## src/verilog/cid_defines.vh

```
// constants for the character display instruction decoder
// Functional notes
// - clear fills display with spaces, home, increment
// - clear and home stay busy long time
// - other instructions short busy, status read none
// - home zeroes counter, undoes shift, keeps RAM
// - entry mode bit picks counter step direction
// - glyph accesses step counter same direction
// - shift-enabled display writes shift whole display
// - display enable bit blanks panel, keeps RAM
// - cursor bit shows or hides cursor
// - blink alternates cursor cell with solid block
// - bit7 instruction loads display RAM address
// - status read gives busy and counter
// - data write stores into selected RAM
// - data read returns byte from selected RAM
// - table zero shift moves cursor or display
// - table zero code 01 loads glyph address
// - table one code 0100 loads icon address
// - table one stores icon, booster, upper contrast
// - table one stores follower, ratio, lower contrast
// - width bit picks 8-bit or nibble pairs
// - busy device refuses further instructions
// - display address ranges follow line mode
`ifndef CID_DEFINES_VH
`define CID_DEFINES_VH
`define CID_OFF_CMD 4'h0
`define CID_OFF_DATA 4'h4
`define CID_OFF_STATE 4'h8
`define CID_OFF_ANALOG 4'hC
`define CID_RAM_DISP 2'h0
`define CID_RAM_GLYPH 2'h1
`define CID_RAM_ICON 2'h2
`define CID_SPACE 8'h20
`define CID_L1_END 7'h27
`define CID_L2_START 7'h40
`define CID_L2_END 7'h67
`define CID_ONE_END 7'h4F
`define CID_SHIFT_MAX 6'h27
`define CID_CLK_NS 10
`define CID_LONG_NS_SLOW 1080000
`define CID_LONG_NS_540 760000
`define CID_LONG_NS_700 590000
`define CID_SHORT_NS_SLOW 26300
`define CID_SHORT_NS_540 18500
`define CID_SHORT_NS_700 14300
`define CID_CYC(ns) (((ns) + `CID_CLK_NS - 1) / `CID_CLK_NS)
`define CID_RST_BUS8 1'b1
`define CID_RST_INC 1'b1
`define CID_BLINK_CYCLES 25000000
`endif

```

## src/verilog/cid_decoder.v

```verilog
// instruction decoder and executor for a character display controller
//
// Local design decisions: the register addresses and the Wishbone interface to the registers.
`timescale 1ns/1ps
`include "cid_defines.vh"
module cid_decoder #(
    parameter OSC_SEL = 0,
    parameter LONG_CYCLES = (OSC_SEL == 0) ? `CID_CYC(`CID_LONG_NS_SLOW) :
        (OSC_SEL == 1) ? `CID_CYC(`CID_LONG_NS_540) : `CID_CYC(`CID_LONG_NS_700),
    parameter SHORT_CYCLES = (OSC_SEL == 0) ? `CID_CYC(`CID_SHORT_NS_SLOW) :
        (OSC_SEL == 1) ? `CID_CYC(`CID_SHORT_NS_540) : `CID_CYC(`CID_SHORT_NS_700),
    parameter BLINK_CYCLES = `CID_BLINK_CYCLES,
    parameter CNT_W = 18,
    parameter BLK_W = 26
) (
    input wire CLK,
    input wire RESET_N,
    input wire WB_CYC_I,
    input wire WB_STB_I,
    input wire WB_WE_I,
    input wire [3:0] WB_ADR_I,
    input wire [3:0] WB_SEL_I,
    input wire [31:0] WB_DAT_I,
    output reg [31:0] WB_DAT_O,
    output reg WB_ACK_O,
    output reg DISPLAY_ON,
    output reg CURSOR_ON,
    output reg CURSOR_SOLID,
    output reg [5:0] DISPLAY_SHIFT,
    output reg TWO_LINE,
    output reg TALL_FONT,
    output reg ICON_ON,
    output reg BOOSTER_ON,
    output reg FOLLOWER_ON,
    output reg BIAS_QUARTER,
    output reg [2:0] OSC_ADJUST,
    output reg [2:0] AMP_RATIO,
    output reg [5:0] CONTRAST
);

// cut the 32-bit counts to the counter widths on purpose
localparam [31:0] LONG_32 = LONG_CYCLES;
localparam [31:0] SHORT_32 = SHORT_CYCLES;
localparam [31:0] BLINK_M1 = BLINK_CYCLES - 1;
localparam [CNT_W-1:0] LONG_LD = LONG_32[CNT_W-1:0];
localparam [CNT_W-1:0] SHORT_LD = SHORT_32[CNT_W-1:0];
localparam [BLK_W-1:0] BLINK_LD = BLINK_M1[BLK_W-1:0];

reg [7:0] disp_mem [0:127];
reg [7:0] glyph_mem [0:63];
reg [7:0] icon_mem [0:15];

reg [6:0] address_counter;
reg [1:0] ram_sel;
reg entry_inc;
reg shift_en;
reg bus_width_select;
reg table_select;
reg blink_on;
reg nib_phase;
reg [3:0] nib_hi;
reg [CNT_W-1:0] busy_cnt;
reg fill_active;
reg [6:0] fill_idx;
reg [BLK_W-1:0] blink_cnt;
reg blink_phase;

// display address step with line wrap
function [6:0] disp_step;
    input [6:0] a;
    input inc;
    input two;
    begin
        if (two) begin
            if (inc)
                disp_step = (a == `CID_L1_END) ? `CID_L2_START :
                            (a == `CID_L2_END) ? 7'h00 : a + 7'h01;
            else
                disp_step = (a == `CID_L2_START) ? `CID_L1_END :
                            (a == 7'h00) ? `CID_L2_END : a - 7'h01;
        end else begin
            if (inc)
                disp_step = (a == `CID_ONE_END) ? 7'h00 : a + 7'h01;
            else
                disp_step = (a == 7'h00) ? `CID_ONE_END : a - 7'h01;
        end
    end
endfunction

// counter step for whichever RAM is selected
function [6:0] ac_step;
    input [6:0] a;
    input [1:0] sel;
    input inc;
    input two;
    reg [5:0] g;
    reg [3:0] c;
    begin
        g = inc ? a[5:0] + 6'h01 : a[5:0] - 6'h01;
        c = inc ? a[3:0] + 4'h1 : a[3:0] - 4'h1;
        case (sel)
            `CID_RAM_GLYPH: ac_step = {1'b0, g};
            `CID_RAM_ICON: ac_step = {3'h0, c};
            default: ac_step = disp_step(a, inc, two);
        endcase
    end
endfunction

// shift offset kept modulo one line of forty cells
function [5:0] shift_step;
    input [5:0] s;
    input left;
    begin
        if (left)
            shift_step = (s == `CID_SHIFT_MAX) ? 6'h00 : s + 6'h01;
        else
            shift_step = (s == 6'h00) ? `CID_SHIFT_MAX : s - 6'h01;
    end
endfunction

wire req = WB_CYC_I & WB_STB_I & ~WB_ACK_O;
wire [3:0] adr = {WB_ADR_I[3:2], 2'b00};
wire wr = req & WB_WE_I & WB_SEL_I[0];
wire rd = req & ~WB_WE_I;
wire at_cmd = (adr == `CID_OFF_CMD);
wire at_data = (adr == `CID_OFF_DATA);
wire busy_flag = (busy_cnt != {CNT_W{1'b0}}) | fill_active;
// in nibble mode the second half of a pair completes the byte
wire byte_done = bus_width_select | nib_phase;
wire [7:0] in_byte = bus_width_select ? WB_DAT_I[7:0] : {nib_hi, WB_DAT_I[7:4]};
wire acc_wr = wr & (at_cmd | at_data) & ~busy_flag;
wire acc_rd_data = rd & at_data & ~busy_flag;
wire acc_rd_stat = rd & at_cmd;
wire cmd_go = acc_wr & at_cmd & byte_done;
wire data_go = acc_wr & at_data & byte_done;
wire data_rd_go = acc_rd_data & byte_done;

reg [7:0] ram_byte;
always @* begin
    case (ram_sel)
        `CID_RAM_GLYPH: ram_byte = glyph_mem[address_counter[5:0]];
        `CID_RAM_ICON: ram_byte = icon_mem[address_counter[3:0]];
        default: ram_byte = disp_mem[address_counter];
    endcase
end

// busy data reads return zero, not RAM; the status, state and analog words stay readable then
wire [7:0] data_byte = busy_flag ? 8'h00 : ram_byte;
wire [7:0] stat_byte = {busy_flag, address_counter};

function [7:0] nib_fmt;
    input [7:0] b;
    input eight;
    input second;
    begin
        nib_fmt = (eight | ~second) ? b : {b[3:0], 4'h0};
    end
endfunction

// memories carry no reset; clear fills the display RAM one cell per cycle
always @(posedge CLK) begin
    if (fill_active)
        disp_mem[fill_idx] <= `CID_SPACE;
    else if (data_go) begin
        case (ram_sel)
            `CID_RAM_GLYPH: glyph_mem[address_counter[5:0]] <= in_byte;
            `CID_RAM_ICON: icon_mem[address_counter[3:0]] <= in_byte;
            default: disp_mem[address_counter] <= in_byte;
        endcase
    end
end

always @(posedge CLK or negedge RESET_N) begin
    if (!RESET_N) begin
        WB_ACK_O <= 1'b0;
        WB_DAT_O <= 32'h00000000;
    end else begin
        WB_ACK_O <= req;
        if (rd) begin
            case (adr)
                `CID_OFF_CMD:
                    WB_DAT_O <= {24'h000000, nib_fmt(stat_byte, bus_width_select, nib_phase)};
                `CID_OFF_DATA:
                    WB_DAT_O <= {24'h000000, nib_fmt(data_byte, bus_width_select, nib_phase)};
                `CID_OFF_STATE:
                    WB_DAT_O <= {12'h000, DISPLAY_SHIFT, ram_sel, table_select, TALL_FONT,
                                 TWO_LINE, bus_width_select, shift_en, entry_inc,
                                 blink_on, CURSOR_ON, DISPLAY_ON, fill_active,
                                 busy_flag, nib_phase};
                `CID_OFF_ANALOG:
                    WB_DAT_O <= {16'h0000, CONTRAST, AMP_RATIO, OSC_ADJUST, FOLLOWER_ON,
                                 BOOSTER_ON, ICON_ON, BIAS_QUARTER};
                default:
                    WB_DAT_O <= 32'h00000000;
            endcase
        end else begin
            WB_DAT_O <= 32'h00000000;
        end
    end
end

// cursor blink timebase
always @(posedge CLK or negedge RESET_N) begin
    if (!RESET_N) begin
        blink_cnt <= {BLK_W{1'b0}};
        blink_phase <= 1'b0;
        CURSOR_SOLID <= 1'b0;
    end else begin
        if (blink_cnt == BLINK_LD) begin
            blink_cnt <= {BLK_W{1'b0}};
            blink_phase <= ~blink_phase;
        end else begin
            blink_cnt <= blink_cnt + {{(BLK_W-1){1'b0}}, 1'b1};
        end
        CURSOR_SOLID <= blink_on & DISPLAY_ON & blink_phase;
    end
end

always @(posedge CLK or negedge RESET_N) begin
    if (!RESET_N) begin
        address_counter <= 7'h00;
        ram_sel <= `CID_RAM_DISP;
        entry_inc <= `CID_RST_INC;
        shift_en <= 1'b0;
        bus_width_select <= `CID_RST_BUS8;
        table_select <= 1'b0;
        blink_on <= 1'b0;
        nib_phase <= 1'b0;
        nib_hi <= 4'h0;
        busy_cnt <= {CNT_W{1'b0}};
        fill_active <= 1'b0;
        fill_idx <= 7'h00;
        DISPLAY_ON <= 1'b0;
        CURSOR_ON <= 1'b0;
        DISPLAY_SHIFT <= 6'h00;
        TWO_LINE <= 1'b0;
        TALL_FONT <= 1'b0;
        ICON_ON <= 1'b0;
        BOOSTER_ON <= 1'b0;
        FOLLOWER_ON <= 1'b0;
        BIAS_QUARTER <= 1'b0;
        OSC_ADJUST <= 3'h0;
        AMP_RATIO <= 3'h0;
        CONTRAST <= 6'h00;
    end else begin
        if (busy_cnt != {CNT_W{1'b0}})
            busy_cnt <= busy_cnt - {{(CNT_W-1){1'b0}}, 1'b1};
        if (fill_active) begin
            fill_idx <= fill_idx + 7'h01;
            if (fill_idx == 7'h7F)
                fill_active <= 1'b0;
        end
        // nibble pairing: accepted accesses alternate halves
        if (!bus_width_select && (acc_wr || acc_rd_data || acc_rd_stat)) begin
            nib_phase <= ~nib_phase;
            if (!nib_phase)
                nib_hi <= WB_DAT_I[7:4];
        end
        if (data_go) begin
            busy_cnt <= SHORT_LD;
            address_counter <= ac_step(address_counter, ram_sel, entry_inc,
                                       TWO_LINE);
            if (shift_en && ram_sel == `CID_RAM_DISP)
                DISPLAY_SHIFT <= shift_step(DISPLAY_SHIFT, entry_inc);
        end
        if (data_rd_go) begin
            busy_cnt <= SHORT_LD;
            address_counter <= ac_step(address_counter, ram_sel, entry_inc,
                                       TWO_LINE);
        end
        if (cmd_go) begin
            busy_cnt <= SHORT_LD;
            casez (in_byte)
                8'b1???????: begin
                    address_counter <= in_byte[6:0];
                    ram_sel <= `CID_RAM_DISP;
                end
                8'b01??????: begin
                    if (!table_select) begin
                        address_counter <= {1'b0, in_byte[5:0]};
                        ram_sel <= `CID_RAM_GLYPH;
                    end else begin
                        case (in_byte[5:4])
                            2'b00: begin
                                address_counter <= {3'h0, in_byte[3:0]};
                                ram_sel <= `CID_RAM_ICON;
                            end
                            2'b01: begin
                                ICON_ON <= in_byte[3];
                                BOOSTER_ON <= in_byte[2];
                                CONTRAST[5:4] <= in_byte[1:0];
                            end
                            2'b10: begin
                                FOLLOWER_ON <= in_byte[3];
                                AMP_RATIO <= in_byte[2:0];
                            end
                            default: CONTRAST[3:0] <= in_byte[3:0];
                        endcase
                    end
                end
                8'b001?????: begin
                    // the test bit is left to the host and not decoded
                    bus_width_select <= in_byte[4];
                    TWO_LINE <= in_byte[3];
                    TALL_FONT <= in_byte[2];
                    table_select <= in_byte[0];
                    nib_phase <= 1'b0;
                end
                8'b0001????: begin
                    if (table_select) begin
                        BIAS_QUARTER <= in_byte[3];
                        OSC_ADJUST <= in_byte[2:0];
                    end else if (in_byte[3]) begin
                        DISPLAY_SHIFT <= shift_step(DISPLAY_SHIFT, ~in_byte[2]);
                    end else begin
                        address_counter <= disp_step(address_counter, in_byte[2],
                                                     TWO_LINE);
                    end
                end
                8'b00001???: begin
                    DISPLAY_ON <= in_byte[2];
                    CURSOR_ON <= in_byte[1];
                    blink_on <= in_byte[0];
                end
                8'b000001??: begin
                    entry_inc <= in_byte[1];
                    shift_en <= in_byte[0];
                end
                8'b0000001?: begin
                    busy_cnt <= LONG_LD;
                    address_counter <= 7'h00;
                    ram_sel <= `CID_RAM_DISP;
                    DISPLAY_SHIFT <= 6'h00;
                end
                8'b00000001: begin
                    busy_cnt <= LONG_LD;
                    address_counter <= 7'h00;
                    ram_sel <= `CID_RAM_DISP;
                    entry_inc <= 1'b1;
                    DISPLAY_SHIFT <= 6'h00;
                    fill_active <= 1'b1;
                    fill_idx <= 7'h00;
                end
                default: begin
                end
            endcase
        end
    end
end

endmodule

```

## config.mk

```make
export PLATFORM = sky130hd
export DESIGN_NAME = cid_decoder
export DESIGN_NICKNAME = d
export VERILOG_FILES = /design/src/verilog/cid_decoder.v
export VERILOG_INCLUDE_DIRS = /design/src /design/src/verilog
export SDC_FILE = /design/constraint.sdc
export NUM_CORES = 2
export LEC_CHECK = 0
export ABC_CLOCK_PERIOD_IN_PS = 13120
export BUFFER_PORTS_ARGS = -buffer_cell sky130_fd_sc_hd__buf_2
export CAP_MARGIN = 20
export CORE_MARGIN = 5
export CORE_UTILIZATION = 40
export DETAILED_ROUTE_END_ITERATION = 6
export MAX_ROUTING_LAYER = met4
export PLACE_DENSITY = 0.54
export SKIP_CTS_REPAIR_TIMING = 1
export SYNTH_ARGS = -nofsm -noshare
export SYNTH_HDL_FRONTEND = slang
export SYNTH_SLANG_ARGS = --single-unit
```

## constraint.sdc

```tcl
create_clock -name CLK -period 13.12 [get_ports CLK]
set_clock_uncertainty 0.1 [all_clocks]
set_input_delay 1.968 -clock CLK [delete_from_list [all_inputs] [get_ports CLK]]
set_output_delay 1.968 -clock CLK [all_outputs]
set_load 0.01 [all_outputs]
```

==> qor.yml <==
run_status:
  status: "finished, final reports clean"
pwr:
  vdd_ir_drop_max_mv: 0.0945
  total_power_uw: 11800
  leakage_uw: 0.0275
  power_density_nw_per_um2: 147
logic_synthesis:
  synth_edf_count: 1664
  synth_flop_cell: "edfxtp_1"
  synth.avg_cell_area_sq_um: 15.7
  ys_types: 96
  yosys_warnings: 0
  ys_ff_latch: 1784
  synth_seq_area_share: 0.745
  postSynth.asyncResetShare: 0.0673
  syn_area_sq_um: 71100
  netlist_instances: 4536
clocking:
  cts_buffers: 179
  root_buffer: "clkbuf_16"
  clk_path_buf_depth: 3
  cts_tree: "built"
  cts.htree.levels: 4
  path_clk_slew_ps: 70
  numClockSinks: 1784
  clock_latency_ps: 830
floorplanning:
  ios: 105
  fp.dieW_um: 432
  core_sq_um: 176000
  die_h_um: 432
  dieArea_sq_um: 186000
  start_util: 0.403
  num_rows: 154
timing:
  fin_crit_ps: 6530
  relSlewSlack: 0.174
  clock.fmax_mhz: 153
  timing.setup.tns_ps: 0
  rsz0062_at_grt: "no"
  hold_slack_ps: 381
  tightestPinTransition_ps: 1230
  finalSetupViolations: 0
  finalHoldViolations: 0
  maxSlewViolCount: 0
  final.period_utilization: 0.498
drt:
  drc: 0
  drtAntennaViolNets: 0
  drt_pass1_iterations: 6
  drt_iter0_markers: 5269
  wl_per_cell_um: 32.6
  via_per_inst: 6.16
  vias: 43780
  routed_wirelength_um: 232000
worst_setup_path:
  worstPathArrival_ps: 7100
  slowest_delay_ps: 890
  worst_setup_path_end_kind: "flop"
  r2r_slack_ps: 6590
  cp_max_fo: 45
  start_kind: "flop"
  path_cells: "buf_4 > buf_4 > or3b_4 > buf_4 > o22ai_1 > o41a_1 > nor4_1 > nand4_1 > a31oi_1 > o31ai_1 > o211ai_1"
  rr_worst_depth: 11
  worst_path_max_delay_cell: "nor4_1"
  cp.required_ps: 13690
  criticalPathCategory: "flop to flop"
  crit_top_cell: "buf_4"
  r2r-end: "WB_DAT_O[7]"
  timing.rr.start: "address_counter[1]"
worst_hold_path:
  min_from: "busy_cnt[17]"
  hold_depth: 1
  worstHoldPathType: "flop to flop"
  hold_end: "busy_cnt[17]"
placement:
  place_congestion: 0.868
  place_inst: 6771
  port_buffers: 63
  dp_hpwl_um: 138000
final_layout:
  final_util: 0.453
  finalNetCount: 4679
  syn_to_final_growth_pct: 12.5
  drive_above_1_share: 0.149
  fin_cells: 7106
grt:
  grt-ovfl-total: 0
  grt_util_all_layers: 0.251
  grt_pass1_wl_um: 325000
  antenna_found_initial: 4
  grt_max_degree: 107
  grt_pass1_vias: 41791
flow_run:
  drv_cap: 0
[critical path: cells and delay by family (launching register included)]
kind | cells | cell delay, ps
flip-flops | 1 | 880
buffers and inverters | 3 | 1930
AO/OA/AOI/OAI | 5 | 1510
AND/OR/NAND/NOR | 3 | 1820
[worst max path at each step]
stage / depth (start not counted) / end / slack [ps] / from
floorplan: 6 / disp_mem[0][0] / 6140 / WB_STB_I
global route: 11 / WB_DAT_O[6] / 6360 / address_counter[1]
global placement: 9 / disp_mem[14][1] / 6640 / WB_ADR_I[3]
CTS: 11 / WB_DAT_O[6] / 6740 / address_counter[1]
detailed placement: 7 / disp_mem[28][1] / 6570 / WB_ADR_I[2]
finish: 11 / WB_DAT_O[7] / 6590 / address_counter[1]
[layer usage]
metal  track usage  wire length (um)  vias to the layer above
met5             -                 0                        -
met4        0.0887              9230                        0
met3        0.0502             20200                      442
met2         0.382            107000                     2231
met1         0.338             95700                    22760
li1              -                 -                    18347
[stage by stage]
step	setup WS [ps]	instance area (sq um)
after CTS	6740	80000
after floorplan	6140	71200
after detailed placement	6570	74400
after global placement	6640	74400
final	6590	80000
after global routing	6360	80000
[where the power goes]
| group | total [uW] | switching (uW) | internal (uW) |
|---|---|---|---|
| registers | 6290 | 27.0 | 6270 |
| clock network | 4970 | 2180 | 2790 |
| logic | 517 | 388 | 129 |
| total | 11800 | 2590 | 9180 |
[cells in the mapped netlist, drive strengths merged (15+ instances only)]
cell    number  share of area
edfxtp    1664           0.70
nor2       360          0.019
o22ai      271          0.024
nand2      214          0.011
clkbuf     194          0.010
o21ai      155          0.011
mux2i      143          0.020
a22oi      131          0.014
a21oi      130         0.0095
mux2       126          0.020
buf        118         0.0083
dfrtp      118          0.042
o221ai      96          0.012
nand3       46         0.0032
nor3        46         0.0034
mux4        44          0.014
xnor2       39         0.0048
a221oi      36         0.0044
inv         36         0.0019
nor4        34         0.0037
a22o        32         0.0039
a31oi       29         0.0026
a211oi      25         0.0026
nor2b       25         0.0022
nand2b      23         0.0020
xor2        23         0.0028
nand4       22         0.0019
a222oi      20         0.0028
and3        19         0.0017
ha          19         0.0033
a221o       17         0.0024
o41ai       16         0.0020
or3         16         0.0015
nor3b       15         0.0017
o211ai      15         0.0016
o31ai       15         0.0017
[logic make-up (layout without fill, tap and decap cells)]
family,Yosys count,in the layout,share of synthesized area
buffers and inverters,353,567,0.0207
AO/OA/AOI/OAI,1129,1129,0.111
other,1,17,0.0000527
AND/OR/NAND/NOR,874,874,0.0576
adder cells (fa/ha/maj),20,20,0.00362
XOR/XNOR,62,62,0.00764
flip-flops,1784,1784,0.745
multiplexers,313,313,0.0540
[layout by cell type (no fill, tap or decap), drive strengths merged, types with 25 or more instances in the layout]
cell    count
dfrtp     118
o22ai     271
buf       197
mux2i     143
mux4       44
nor3       46
inv        45
nor4       34
mux2      126
clkbuf    230
nand3      46
nand2     214
edfxtp   1664
o221ai     96
a211oi     25
o21ai     155
a31oi      29
clkinv     79
nor2      360
xnor2      39
a221oi     36
a22oi     131
nor2b      25
a21oi     130
a22o       32
[registers in the layout, indices dropped and copies added, names as in the netlist, 2 cells and up]
name,flops
AMP_RATIO,3
nib_hi,4
WB_DAT_O,20
DISPLAY_SHIFT,6
glyph_mem,512
OSC_ADJUST,3
CONTRAST,6
fill_idx,7
busy_cnt,18
icon_mem,128
ram_sel,2
disp_mem,1024
blink_cnt,26
address_counter,7
[final cells by class]
cell class,count,area [sq um]
antenna,5,12.5
clock buffer,230,4780
clock inverter,98,816
fill,15458,96500
inverter,41,159
multi-input combinational,2410,16900
sequential,1784,53000
tap,2340,2930
timing repair buffer,198,1410
No activity file was read; power rests on OpenSTA's default activity.
